--- src/include/trxcfg_defines.vh ---
// command codes, field positions, reset words and timing counts for the config block
`ifndef TRXCFG_DEFINES_VH
`define TRXCFG_DEFINES_VH
`define TRXCFG_CMD_TXREG      8'hb8
`define TRXCFG_CMD_DIGITAL_FILTER_SELECT       8'hc2
`define TRXCFG_CMD_RXCTL      5'h12
`define TRXCFG_CMD_FREQ       4'ha
`define TRXCFG_RST_RXCTL      16'h9080
`define TRXCFG_RST_FREQ       16'ha680
`define TRXCFG_RST_DIGITAL_FILTER_SELECT       16'hc22c
`define TRXCFG_RST_TXBYTE     8'haa
`define TRXCFG_CHAN_MIN       12'h060
`define TRXCFG_CHAN_MAX       12'hf3f
`define TRXCFG_RX_PIN16       10
`define TRXCFG_DIGITAL_FILTER_SELECT_AUTO      7
`define TRXCFG_DIGITAL_FILTER_SELECT_FAST      6
`define TRXCFG_DIGITAL_FILTER_SELECT_DIG       4
`define TRXCFG_FAST_PRE_BITS  8
`define TRXCFG_SLOW_PRE_BITS  16
`define TRXCFG_STR_BASE       7'h67
`define TRXCFG_STR_STEP       7'h06
`endif

--- src/rtl/trxcfg_top.v ---
// serial command interpreter for transceiver configuration
`timescale 1ns/1ps
`include "trxcfg_defines.vh"
module trxcfg_top #(
    parameter FAST_PRE_BITS = `TRXCFG_FAST_PRE_BITS,
    parameter SLOW_PRE_BITS = `TRXCFG_SLOW_PRE_BITS
) (
    // clock and synchronous reset
    input  wire        i_ref_clk,
    input  wire        i_rst_b,
    // serial link from the host, asynchronous to i_ref_clk
    input  wire        i_chip_select_n,
    input  wire        i_sck,
    input  wire        i_sdi,
    // receive path inputs and the modulator's byte request, already on i_ref_clk
    input  wire [6:0]  i_strength_dbm_neg,
    input  wire        i_bit_tick,
    input  wire        i_tx_byte_ready,
    // transmit side
    output reg         o_sdo,
    output reg  [7:0]  o_tx_byte,
    output reg         o_tx_valid,
    // decoded settings, held until overwritten, and the strength flag recomputed every cycle
    output reg  [11:0] o_channel,
    output reg         o_pin16_role_sel,
    output reg  [1:0]  o_valid_detect_speed,
    output reg  [2:0]  o_rx_bandwidth_sel,
    output reg  [1:0]  o_lna_attenuation,
    output reg  [2:0]  o_strength_threshold,
    output reg         o_strength_over,
    output reg         o_digital_filter_select,
    output reg  [2:0]  o_quality_threshold,
    // clock recovery state
    output reg         o_fast_lock_active,
    output reg         o_clock_locked
);
    // synchronised pins
    wire       cs_n_s;      // select, synchronised
    wire       sck_s;       // serial clock, synchronised
    wire       sdi_s;       // serial data, synchronised
    // edge detection
    reg        sck_d;       // previous serial clock for edge find
    reg        cs_d;        // previous select
    wire       sck_rise;    // rising edge of serial clock
    wire       cs_fall;     // select falling edge
    // word assembly and framing
    reg [15:0] shift;       // incoming bits
    reg [4:0]  bit_cnt;     // bits in current word
    reg        stream_tx;   // sequential transmit mode
    // stored command words
    reg [15:0] rx_ctl;      // receiver control word
    reg [15:0] freq_set;    // carrier frequency word
    reg [15:0] digital_filter_select_ctl;    // baseband filter word
    // transmit byte path
    reg        wr_byte;     // a transmit byte arrived
    reg [7:0]  wr_data;     // that byte
    wire       buf_ready;   // buffer can take a byte
    wire [7:0] buf_data;    // head of buffer
    wire       buf_valid;   // buffer holds a byte
    reg        pre_loaded;  // reset preamble byte still pending
    // clock recovery and strength compare
    reg [4:0]  pre_cnt;     // preamble bits seen by clock recovery
    wire [15:0] word_in;    // word including current bit
    reg [7:0]  next_thr;    // effective threshold magnitude

    // select idles high, so its stages reset high and no false fall follows
    trxcfg_sync #(.INIT(1'b1)) u_cs (
        .i_ref_clk (i_ref_clk),
        .i_rst_b   (i_rst_b),
        .i_async   (i_chip_select_n),
        .o_sync    (cs_n_s)
    );
    // serial clock rests low, so no false rise follows reset
    trxcfg_sync #(.INIT(1'b0)) u_sck (
        .i_ref_clk (i_ref_clk),
        .i_rst_b   (i_rst_b),
        .i_async   (i_sck),
        .o_sync    (sck_s)
    );
    // data bit, same latency as the serial clock so the two stay aligned
    trxcfg_sync #(.INIT(1'b0)) u_sdi (
        .i_ref_clk (i_ref_clk),
        .i_rst_b   (i_rst_b),
        .i_async   (i_sdi),
        .o_sync    (sdi_s)
    );

    // transmit byte buffer, drained by the modulator
    // it hands a byte over only when the output stage is empty
    trxcfg_buf2 #(.WIDTH(8)) u_buf (
        .i_ref_clk (i_ref_clk),
        .i_rst_b   (i_rst_b),
        .i_data    (wr_data),
        .i_valid   (wr_byte),
        .o_ready   (buf_ready),
        .o_data    (buf_data),
        .o_valid   (buf_valid),
        .i_ready   (i_tx_byte_ready && !pre_loaded && !o_tx_valid)
    );

    // one-cycle strobes from the synchronised levels
    assign sck_rise = sck_s && !sck_d;
    assign cs_fall  = cs_d && !cs_n_s;
    assign word_in  = {shift[14:0], sdi_s};

    // channel range check
    function chan_ok;
        input [11:0] ch;
        begin
            // both end points are legal channels
            chan_ok = (ch >= `TRXCFG_CHAN_MIN) && (ch <= `TRXCFG_CHAN_MAX);
        end
    endfunction

    // lna attenuation magnitude in dB
    function [7:0] atten_db;
        input [1:0] g;
        begin
            // codes 00 to 11 give 0, 6, 14 and 20 dB
            case (g)
                2'b00:   atten_db = 8'd0;
                2'b01:   atten_db = 8'd6;
                2'b10:   atten_db = 8'd14;
                default: atten_db = 8'd20;
            endcase
        end
    endfunction

    // edge history
    always @(posedge i_ref_clk) begin
        if (!i_rst_b) begin
            // match the idle levels of the pins
            sck_d <= 1'b0;
            cs_d  <= 1'b1;
        end else begin
            sck_d <= sck_s;
            cs_d  <= cs_n_s;
        end
    end

    // serial shifter and command decode
    always @(posedge i_ref_clk) begin
        if (!i_rst_b) begin
            // idle framing, default words in the registers
            shift     <= 16'h0000;
            bit_cnt   <= 5'd0;
            stream_tx <= 1'b0;
            rx_ctl    <= `TRXCFG_RST_RXCTL;
            freq_set  <= `TRXCFG_RST_FREQ;
            digital_filter_select_ctl  <= `TRXCFG_RST_DIGITAL_FILTER_SELECT;
            wr_byte   <= 1'b0;
            wr_data   <= 8'h00;
        end else begin
            // write strobe lasts a single cycle
            wr_byte <= 1'b0;
            if (cs_n_s || cs_fall) begin
                // select released or freshly asserted: new framing
                bit_cnt   <= 5'd0;
                stream_tx <= 1'b0;
            end else if (sck_rise) begin
                shift <= word_in;  // msb first
                if (stream_tx && bit_cnt == 5'd7) begin
                    // each further byte goes straight to the transmit buffer, dropped if the buffer is full
                    bit_cnt <= 5'd0;
                    wr_byte <= buf_ready;
                    wr_data <= word_in[7:0];
                end else if (!stream_tx && bit_cnt == 5'd15) begin
                    // sixteenth bit completes a command word
                    bit_cnt <= 5'd16;
                    if (word_in[15:8] == `TRXCFG_CMD_TXREG) begin
                        wr_byte   <= buf_ready;
                        wr_data   <= word_in[7:0];
                        stream_tx <= 1'b1;
                        bit_cnt   <= 5'd0;
                    end else if (word_in[15:8] == `TRXCFG_CMD_DIGITAL_FILTER_SELECT) begin
                        digital_filter_select_ctl <= word_in;
                    end else if (word_in[15:11] == `TRXCFG_CMD_RXCTL) begin
                        rx_ctl <= word_in;
                    end else if (word_in[15:12] == `TRXCFG_CMD_FREQ) begin
                        // only legal channels replace the stored word
                        if (chan_ok(word_in[11:0])) begin
                            freq_set <= word_in;  // out of range kept old
                        end
                    end
                end else if (bit_cnt != 5'd16) begin
                    // count bits, then hold until select is released
                    bit_cnt <= bit_cnt + 5'd1;
                end
            end
        end
    end

    // transmit byte output and empty flag
    always @(posedge i_ref_clk) begin
        if (!i_rst_b) begin
            // preamble byte stands ready at power-up
            o_tx_byte  <= `TRXCFG_RST_TXBYTE;  // preamble on power-up
            o_tx_valid <= 1'b1;
            pre_loaded <= 1'b1;
            o_sdo      <= 1'b0;
        end else begin
            // modulator takes the byte on show
            if (o_tx_valid && i_tx_byte_ready) begin
                o_tx_valid <= 1'b0;
                pre_loaded <= 1'b0;
            end else if (!o_tx_valid && buf_valid && i_tx_byte_ready) begin
                // refill from the buffer head
                o_tx_byte  <= buf_data;
                o_tx_valid <= 1'b1;
            end
            // high when another byte may be written
            o_sdo <= buf_ready && !(wr_byte) && !cs_n_s && stream_tx;
        end
    end

    // decoded settings and signal-strength compare
    always @(posedge i_ref_clk) begin
        if (!i_rst_b) begin
            // field values of the default words
            o_channel               <= 12'h680;
            o_pin16_role_sel        <= 1'b0;
            o_valid_detect_speed    <= 2'b00;
            o_rx_bandwidth_sel      <= 3'b100;
            o_lna_attenuation       <= 2'b00;
            o_strength_threshold    <= 3'b000;
            o_strength_over         <= 1'b0;
            o_digital_filter_select <= 1'b0;
            o_quality_threshold     <= 3'b100;
        end else begin
            // fields copied out of the stored words
            o_channel            <= freq_set[11:0];
            o_pin16_role_sel     <= rx_ctl[`TRXCFG_RX_PIN16];
            o_valid_detect_speed <= rx_ctl[9:8];
            o_rx_bandwidth_sel   <= rx_ctl[7:5];
            o_lna_attenuation    <= rx_ctl[4:3];
            o_strength_threshold <= rx_ctl[2:0];
            // stronger than threshold means smaller magnitude
            o_strength_over <= ({1'b0, i_strength_dbm_neg} < next_thr);
            o_digital_filter_select <= digital_filter_select_ctl[`TRXCFG_DIGITAL_FILTER_SELECT_DIG];
            // quality threshold is the host's to keep in range
            o_quality_threshold     <= digital_filter_select_ctl[2:0];
        end
    end

    // effective threshold magnitude, attenuation lowers it
    always @* begin
        // magnitude: base less steps less attenuation, never below zero
        next_thr = {1'b0, `TRXCFG_STR_BASE}
                 - {1'b0, `TRXCFG_STR_STEP} * {5'd0, rx_ctl[2:0]}
                 - atten_db(rx_ctl[4:3]);
    end

    // clock recovery lock mode
    always @(posedge i_ref_clk) begin
        if (!i_rst_b) begin
            // unlocked, slow mode, as the default filter word says
            pre_cnt            <= 5'd0;
            o_clock_locked     <= 1'b0;
            o_fast_lock_active <= 1'b0;
        end else begin
            if (digital_filter_select_ctl[`TRXCFG_DIGITAL_FILTER_SELECT_AUTO]) begin
                // fast until locked, then slow
                o_fast_lock_active <= !o_clock_locked;
            end else begin
                // manual choice of lock speed
                o_fast_lock_active <= digital_filter_select_ctl[`TRXCFG_DIGITAL_FILTER_SELECT_FAST];
            end
            // count preamble bits; a mode change mid-count cannot skip the lock
            if (i_bit_tick && !o_clock_locked) begin
                // at least the preamble length of the current mode
                if (o_fast_lock_active && pre_cnt >= FAST_PRE_BITS - 1) begin
                    o_clock_locked <= 1'b1;
                end else if (!o_fast_lock_active && pre_cnt >= SLOW_PRE_BITS - 1) begin
                    o_clock_locked <= 1'b1;
                end
                pre_cnt <= pre_cnt + 5'd1;
            end
        end
    end
endmodule

--- src/rtl/trxcfg_buf2.v ---
// two-entry valid/ready buffer for transmit bytes
`timescale 1ns/1ps
module trxcfg_buf2 #(
    parameter WIDTH = 8
) (
    input  wire             i_ref_clk,
    input  wire             i_rst_b,
    input  wire [WIDTH-1:0] i_data,
    input  wire             i_valid,
    output wire             o_ready,
    output wire [WIDTH-1:0] o_data,
    output wire             o_valid,
    input  wire             i_ready
);
    reg [WIDTH-1:0] mem0;   // head entry
    reg [WIDTH-1:0] mem1;   // second entry
    reg [1:0]       count;  // entries held
    wire            push;
    wire            pop;
    assign push    = i_valid && (count != 2'd2);
    assign pop     = i_ready && (count != 2'd0);
    assign o_ready = (count != 2'd2);
    assign o_valid = (count != 2'd0);
    assign o_data  = mem0;
    // shift register style storage, read data from a register
    always @(posedge i_ref_clk) begin
        if (!i_rst_b) begin
            count <= 2'd0;
            mem0  <= {WIDTH{1'b0}};
            mem1  <= {WIDTH{1'b0}};
        end else begin
            if (pop) begin
                mem0 <= (push && count == 2'd1) ? i_data : mem1;
            end else if (push && count == 2'd0) begin
                mem0 <= i_data;
            end
            if (push && ((count == 2'd1 && !pop) || (count == 2'd2 && pop))) begin
                mem1 <= i_data;
            end
            count <= count + {1'b0, push} - {1'b0, pop};
        end
    end
endmodule

--- src/rtl/trxcfg_sync.v ---
// two flip-flop synchroniser for a level from outside the clock domain
`timescale 1ns/1ps
module trxcfg_sync #(
    parameter INIT = 1'b0
) (
    input  wire i_ref_clk,
    input  wire i_rst_b,
    input  wire i_async,
    output reg  o_sync
);
    reg meta;  // first stage, read only by the second
    // two stage capture
    always @(posedge i_ref_clk) begin
        if (!i_rst_b) begin
            meta   <= INIT;
            o_sync <= INIT;
        end else begin
            meta   <= i_async;
            o_sync <= meta;
        end
    end
endmodule

--- config.mk ---
export PLATFORM = sky130hd
export DESIGN_NAME = trxcfg_top
export DESIGN_NICKNAME = d
export VERILOG_FILES = /design/src/rtl/trxcfg_top.v /design/src/rtl/trxcfg_buf2.v /design/src/rtl/trxcfg_sync.v
export VERILOG_INCLUDE_DIRS = /design/src /design/src/include
export SDC_FILE = /design/constraint.sdc
export NUM_CORES = 1
export LEC_CHECK = 0
export BUFFER_PORTS_ARGS = -buffer_cell sky130_fd_sc_hd__buf_2
export CAP_MARGIN = 40
export CORE_MARGIN = 4
export CORE_UTILIZATION = 35
export CTS_BUF_LIST = sky130_fd_sc_hd__clkbuf_8
export CTS_CLUSTER_SIZE = 12
export DETAILED_ROUTE_END_ITERATION = 10
export PLACE_DENSITY_LB_ADDON = 0.2
export SLEW_MARGIN = 10
export SYNTH_ARGS = -nofsm -noshare
export SYNTH_HDL_FRONTEND = slang
export SYNTH_SLANG_ARGS = --single-unit
export TNS_END_PERCENT = 10
--- constraint.sdc ---
create_clock -name i_ref_clk -period 7.7 [get_ports i_ref_clk]
set_clock_uncertainty 0.05 [all_clocks]
set_input_delay 0.385 -clock i_ref_clk [delete_from_list [all_inputs] [get_ports i_ref_clk]]
set_output_delay 0.385 -clock i_ref_clk [all_outputs]
set_load 0.005 [all_outputs]
## Yosys cells after proc, flatten, opt, wreduce, memory -nomap -nowiden

Index checks and enable logic that the tools add are counted.

| word-level totals | value |
|---|---|
| bits in registers | 133 |
| input bits | 14 |
| output and inout port bits | 40 |
| logic and storage cells | 140 |

| operators by class | value |
|---|---|
| $mul | 1 |
| muxes and demuxes | 19 |
| bitwise gates (word level) | 8 |
| equal/unequal tests | 12 |
| add/sub/neg operators | 6 |
| $lt $le $gt $ge | 5 |
| reduce and logical (&&, ||, !) cells | 54 |

Operators with widths:

| operator | count |
|---|---|
| $mux 8 | 6 |
| $logic_and 1x1->1 | 23 |
| $mux 5 | 4 |
| $eq 8x8->1 const B | 2 |
| $pmux 5 s3 | 1 |
| $ge 12x7->1 const B | 1 |
| $le 12x12->1 const B | 1 |
| $reduce_bool 2->1 | 6 |
| $add 5x1->5 const B | 2 |
| $logic_not 1->1 | 9 |
| $reduce_and 9->1 | 1 |
| $lt 7x8->1 | 1 |
| $mux 1 | 8 |
| $not 1->1 | 8 |
| $reduce_and 2->1 | 4 |
| $reduce_and 4->1 | 2 |
| $sub 7x6->8 const A | 1 |
| $sub 8x8->8 | 1 |
| $reduce_and 7->1 | 1 |
| $reduce_and 6->1 | 1 |
| $eq 5x3->1 const B | 1 |
| $eq 5x4->1 const B | 1 |
| $eq 5x5->1 const B | 1 |
| $ge 5x3->1 const B | 1 |
| 14 further kinds | 18 |

## Logic depth before layout (Yosys ltp)

| logic depth | value |
|---|---|
| depth in word-level cells | 8 |
| gate-level depth with buffers | 15 |
| mapped depth without buffers | 15 |

## By module

From an unflattened synthesis, not the netlist that was laid out.

| second synthesis, totals | value |
|---|---|
| cells, all modules | 566 |
| area, all modules | 5380.2 µm² |

By module, submodules not included:

| module | sequential area each (µm²) | cells each | area an instance (µm²) | instances |
|---|---|---|---|---|
| trxcfg_top | 2142.1 | 465 | 4325.4 | 1 |
| trxcfg_buf2 | 360.3 | 89 | 897.1 | 1 |
| trxcfg_sync | 40.0 | 4 | 52.6 | 3 |

## Worst setup path before layout

Ideal clock, no wire load.

| path | value |
|---|---|
| path kind | reg-to-reg |
| start point | reg rx_ctl[1] |
| end point | reg o_strength_over |
| setup time | 0.057 ns |
| path buffers | 0 |
| slack | 4.453 ns |
| data arrival time | 3.140 ns |
| required time | 7.593 ns |
| stages on the path, launching flop included | 15 |
| period minus slack after synthesis | 3.247 ns |
| path through | dfxtp_1 -> ha_1 -> inv_1 -> fa_1 -> inv_1 -> ha_1 -> inv_1 -> ha_1 -> a21o_1 -> a21oi_1 -> xor2_1 -> ha_1 -> or4b_2 -> o21ai_0 -> a21o_1 |

| between the ends | value |
|---|---|
| cells in the longest elaborated chain, start to end | 4 |

Ends and longest elaborated chain:

| element | RTL line | text |
|---|---|---|
| start, declared | trxcfg_top.v:51 | `reg [15:0] rx_ctl;` |
| start signal, assigned | trxcfg_top.v:148 | `` rx_ctl <= `TRXCFG_RST_RXCTL; `` |
| start signal, assigned | trxcfg_top.v:178 | `rx_ctl <= word_in;` |
| $mul 2x3->5 | trxcfg_top.v:249 | `` - {1'b0, `TRXCFG_STR_STEP} * {5'd0, rx_ctl[2:0]} `` |
| $sub 7x6->8 | trxcfg_top.v:248 | `` next_thr = {1'b0, `TRXCFG_STR_BASE} `` |
| $sub 8x8->8 | trxcfg_top.v:248 |  |
| $lt 7x8->1 | trxcfg_top.v:238 | `o_strength_over <= ({1'b0, i_strength_dbm_neg} < next_thr);` |
| end signal, assigned | trxcfg_top.v:238 |  |
| end, declared | trxcfg_top.v:30 | `output reg o_strength_over,` |

Every way passes these cells.
A chain may end at the register's enable or synchronous reset.

## Final worst setup path

Same ends and word-level chain as after synthesis.

==> results.py <==
metrics = {
    "logic_synthesis": {
        "ys_types": 54,
        "synth-edff-count": 0,
        "ys.flop_type": "dfxtp_1",
        "postSynthNetCount": 634,
        "netlist_area_mm2": 0.00548,
        "synthArstFlopShare": 0,
        "ys_ff_latch": 131,
        "seq_area_frac_synth": 0.479,
        "yosysTopAreaCell": "dfxtp_1",
        "synth.yosys.warnings": 0,
        "synth_area_leaders": "dfxtp_1 48%, nand2_1 7.2%, ha_1 6.2%",
        "syn_avg_cell_area_um2": 9.27,
        "yosysTopAreaCellShare": 0.479,
        "syn_inst": 591,
    },
    "floorplanning": {
        "dieWidth_um": 133,
        "num_rows": 45,
        "io_pins": 54,
        "core_area_mm2": 0.0153,
        "dieArea_mm2": 0.0177,
        "start_util": 0.359,
        "die_h_um": 133,
    },
    "placement": {
        "gp_congestion": 0.755,
        "dp_hpwl_um": 7470,
        "dp_slack_ns": 4.29,
        "portBuffers": 53,
    },
    "clock_network": {
        "cts.reportedPaths.clkPinSlew_ns": 0.07,
        "cts_buffers": 17,
        "h-tree-depth": 4,
        "clockBufferDepth": 2,
        "postCtsSetupBuffers": 0,
        "cts.sinks": 131,
        "cts_tree": "yes",
        "ctsHoldBuffers": 0,
        "clk_latency_ns": 0.44,
        "clock-root-buffer": "clkbuf_8",
        "ctsResizeCount": 0,
    },
    "routing": {
        "drtIter0Drc": 148,
        "wl_per_cell_um": 12.5,
        "antenna_left": 0,
        "drc_errors": 0,
        "avgViaCountPerCell": 4.64,
        "first_pass_iters": 5,
        "finalWirelength_um": 10800,
        "vias": 4007,
    },
    "setup_path": {
        "critical_path.max_stage_delay_ns": 0.67,
        "critical_path.cell_chain": "ha_1, inv_1, fa_1, inv_1, ha_1, inv_1, ha_1, a21o_1, a21oi_1, xor2_1, ha_1, or4b_2, o21ai_0, a21o_1",
        "critical_path_required_ns": 8.04,
        "crit_top_cell": "ha_1",
        "crit_path_end_kind": "flip-flop",
        "critical_path_class": "reg -> reg",
        "crit_fanout": 4,
        "cpMaxStageDelayCell": "or4b_2",
        "start_kind": "flip-flop",
        "arrival_ns": 3.76,
    },
    "global_routing": {
        "grt_max_degree": 88,
        "antenna_found_initial": 0,
        "grt_pass1_wl_um": 18500,
        "grt_use_total": 0.127,
        "grt_overflow_total": 0,
        "grt_pass1_vias": 3918,
    },
    "layout": {
        "layout_common_cells": "131 x dfxtp_1, 105 x nand2_1, 53 x buf_2, 34 x inv_1, 33 x mux2i_1",
        "final_common_cell": "dfxtp_1",
        "fin_nets": 683,
        "drive_gt1_frac": 0.158,
        "areaGrowthSynthToFinish_pct": 16.2,
        "diodes": 0,
        "fin_util": 0.417,
    },
    "hold_path": {
        "min_path_type": "in -> reg",
    },
    "timing": {
        "min_period_over_period": 0.444,
        "worst_slack_ns": 4.28,
        "rsz0062_at_grt": "no",
        "hold_violations": 0,
        "slew-limit-headroom": 0.417,
        "layout_min_cycle_time_ns": 3.42,
        "fin_setup_tns_ns": 0,
        "worst_pin_slew_ns": 0.863,
        "setup_violations": 0,
        "slew_viol_final": 0,
        "max_freq_mhz": 292,
    },
    "pwr": {
        "ir_worst_vdd_uv": 99.6,
        "pwr_density_cell_mw_per_mm2": 208,
        "finalPower_w": 0.00132,
        "power.leakage_nw": 2.62,
    },
    "job": {
        "maxCapViolations": 0,
    },
    "run_status": {
        "outcome": "complete, no violations",
    },
}
[per-layer routing]
metal	vias up	GRT usage	part of all wire
li1	2082	-	-
met1	1863	0.162	0.49
met2	48	0.202	0.47
met3	14	0.0370	0.029
met4	0	0.0549	0.017
met5	-	0	0
[sequential cells by signal (all words and copies together), names as in the netlist, 3 cells and up]
signal and cells:
o_channel 12, freq_set 12, pre_cnt 5, shift 15
o_quality_threshold 3, u_buf.o_data 8, o_rx_bandwidth_sel 3, u_buf.mem1 8
wr_data 8, o_tx_byte 8, bit_cnt 5, digital_filter_select_ctl 6
rx_ctl 11, o_strength_threshold 3
[worst max-delay path, delay by kind of cell, from the launching register on]
kind            cells  cell delay (ns)
xor+xnor            1             0.09
simple gates        1             0.67
buf+inv             3             0.14
compound gates      4             0.62
fa+ha+maj           5             1.44
flops               1             0.37
[through the flow]
step | cell area [um2] | cells | hold slack [ns]
2_1_floorplan | 5480 | 591 | 0.336
6_report | 6360 | 864 | 0.0857
3_5_place_dp | 5940 | 832 | 0.373
5_1_grt | 6360 | 864 | 0.0722
4_1_cts | 6360 | 864 | 0.0618
3_3_place_gp | 5910 | 828 | 0.375
[synth_stat cells (6+ instances only)]
library cell,number
clkbuf_1,27
a21oi_1,23
nand2b_1,15
and2_1,28
nor2_1,28
nand3_1,6
nand2_1,105
a21boi_0,19
ha_1,27
dfxtp_1,131
mux2i_1,33
o311ai_0,8
inv_1,33
nor2b_1,19
o21ai_0,24
[cell type report]
type / instances / area [um2]
clock buffer: 19 / 262
tap: 211 / 264
inverter: 33 / 124
clock inverter: 13 / 159
timing repair buffer: 60 / 322
fill: 1536 / 8890
sequential: 131 / 2620
multi-input combinational: 397 / 2610
[final timing paths]
check,start,endpoint,slack [ns],cells after the start
max,rx_ctl[1],o_strength_over,4.28,14
min,i_chip_select_n,u_cs.meta,0.09,2
max reg2reg,rx_ctl[1],o_strength_over,4.28,14
min reg2reg,u_sck.meta,u_sck.o_sync,0.39,1
[report_power, final]
| group | switching, W | internal (W) |
|---|---|---|
| sequential | 0.00000400 | 0.000682 |
| combinational | 0.0000159 | 0.0000124 |
| clock | 0.000273 | 0.000336 |
[kinds of logic (layout without fill, tap and decap cells)]
kind of cell / after synthesis / count (layout) / share of synthesized area
flops: 131 / 131 / 0.479
simple gates: 229 / 229 / 0.209
mux: 37 / 37 / 0.0685
fa+ha+maj: 29 / 29 / 0.0690
buf+inv: 63 / 125 / 0.0445
compound gates: 93 / 93 / 0.116
xor+xnor: 9 / 9 / 0.0144
No activity file was read; power rests on OpenSTA's default activity.
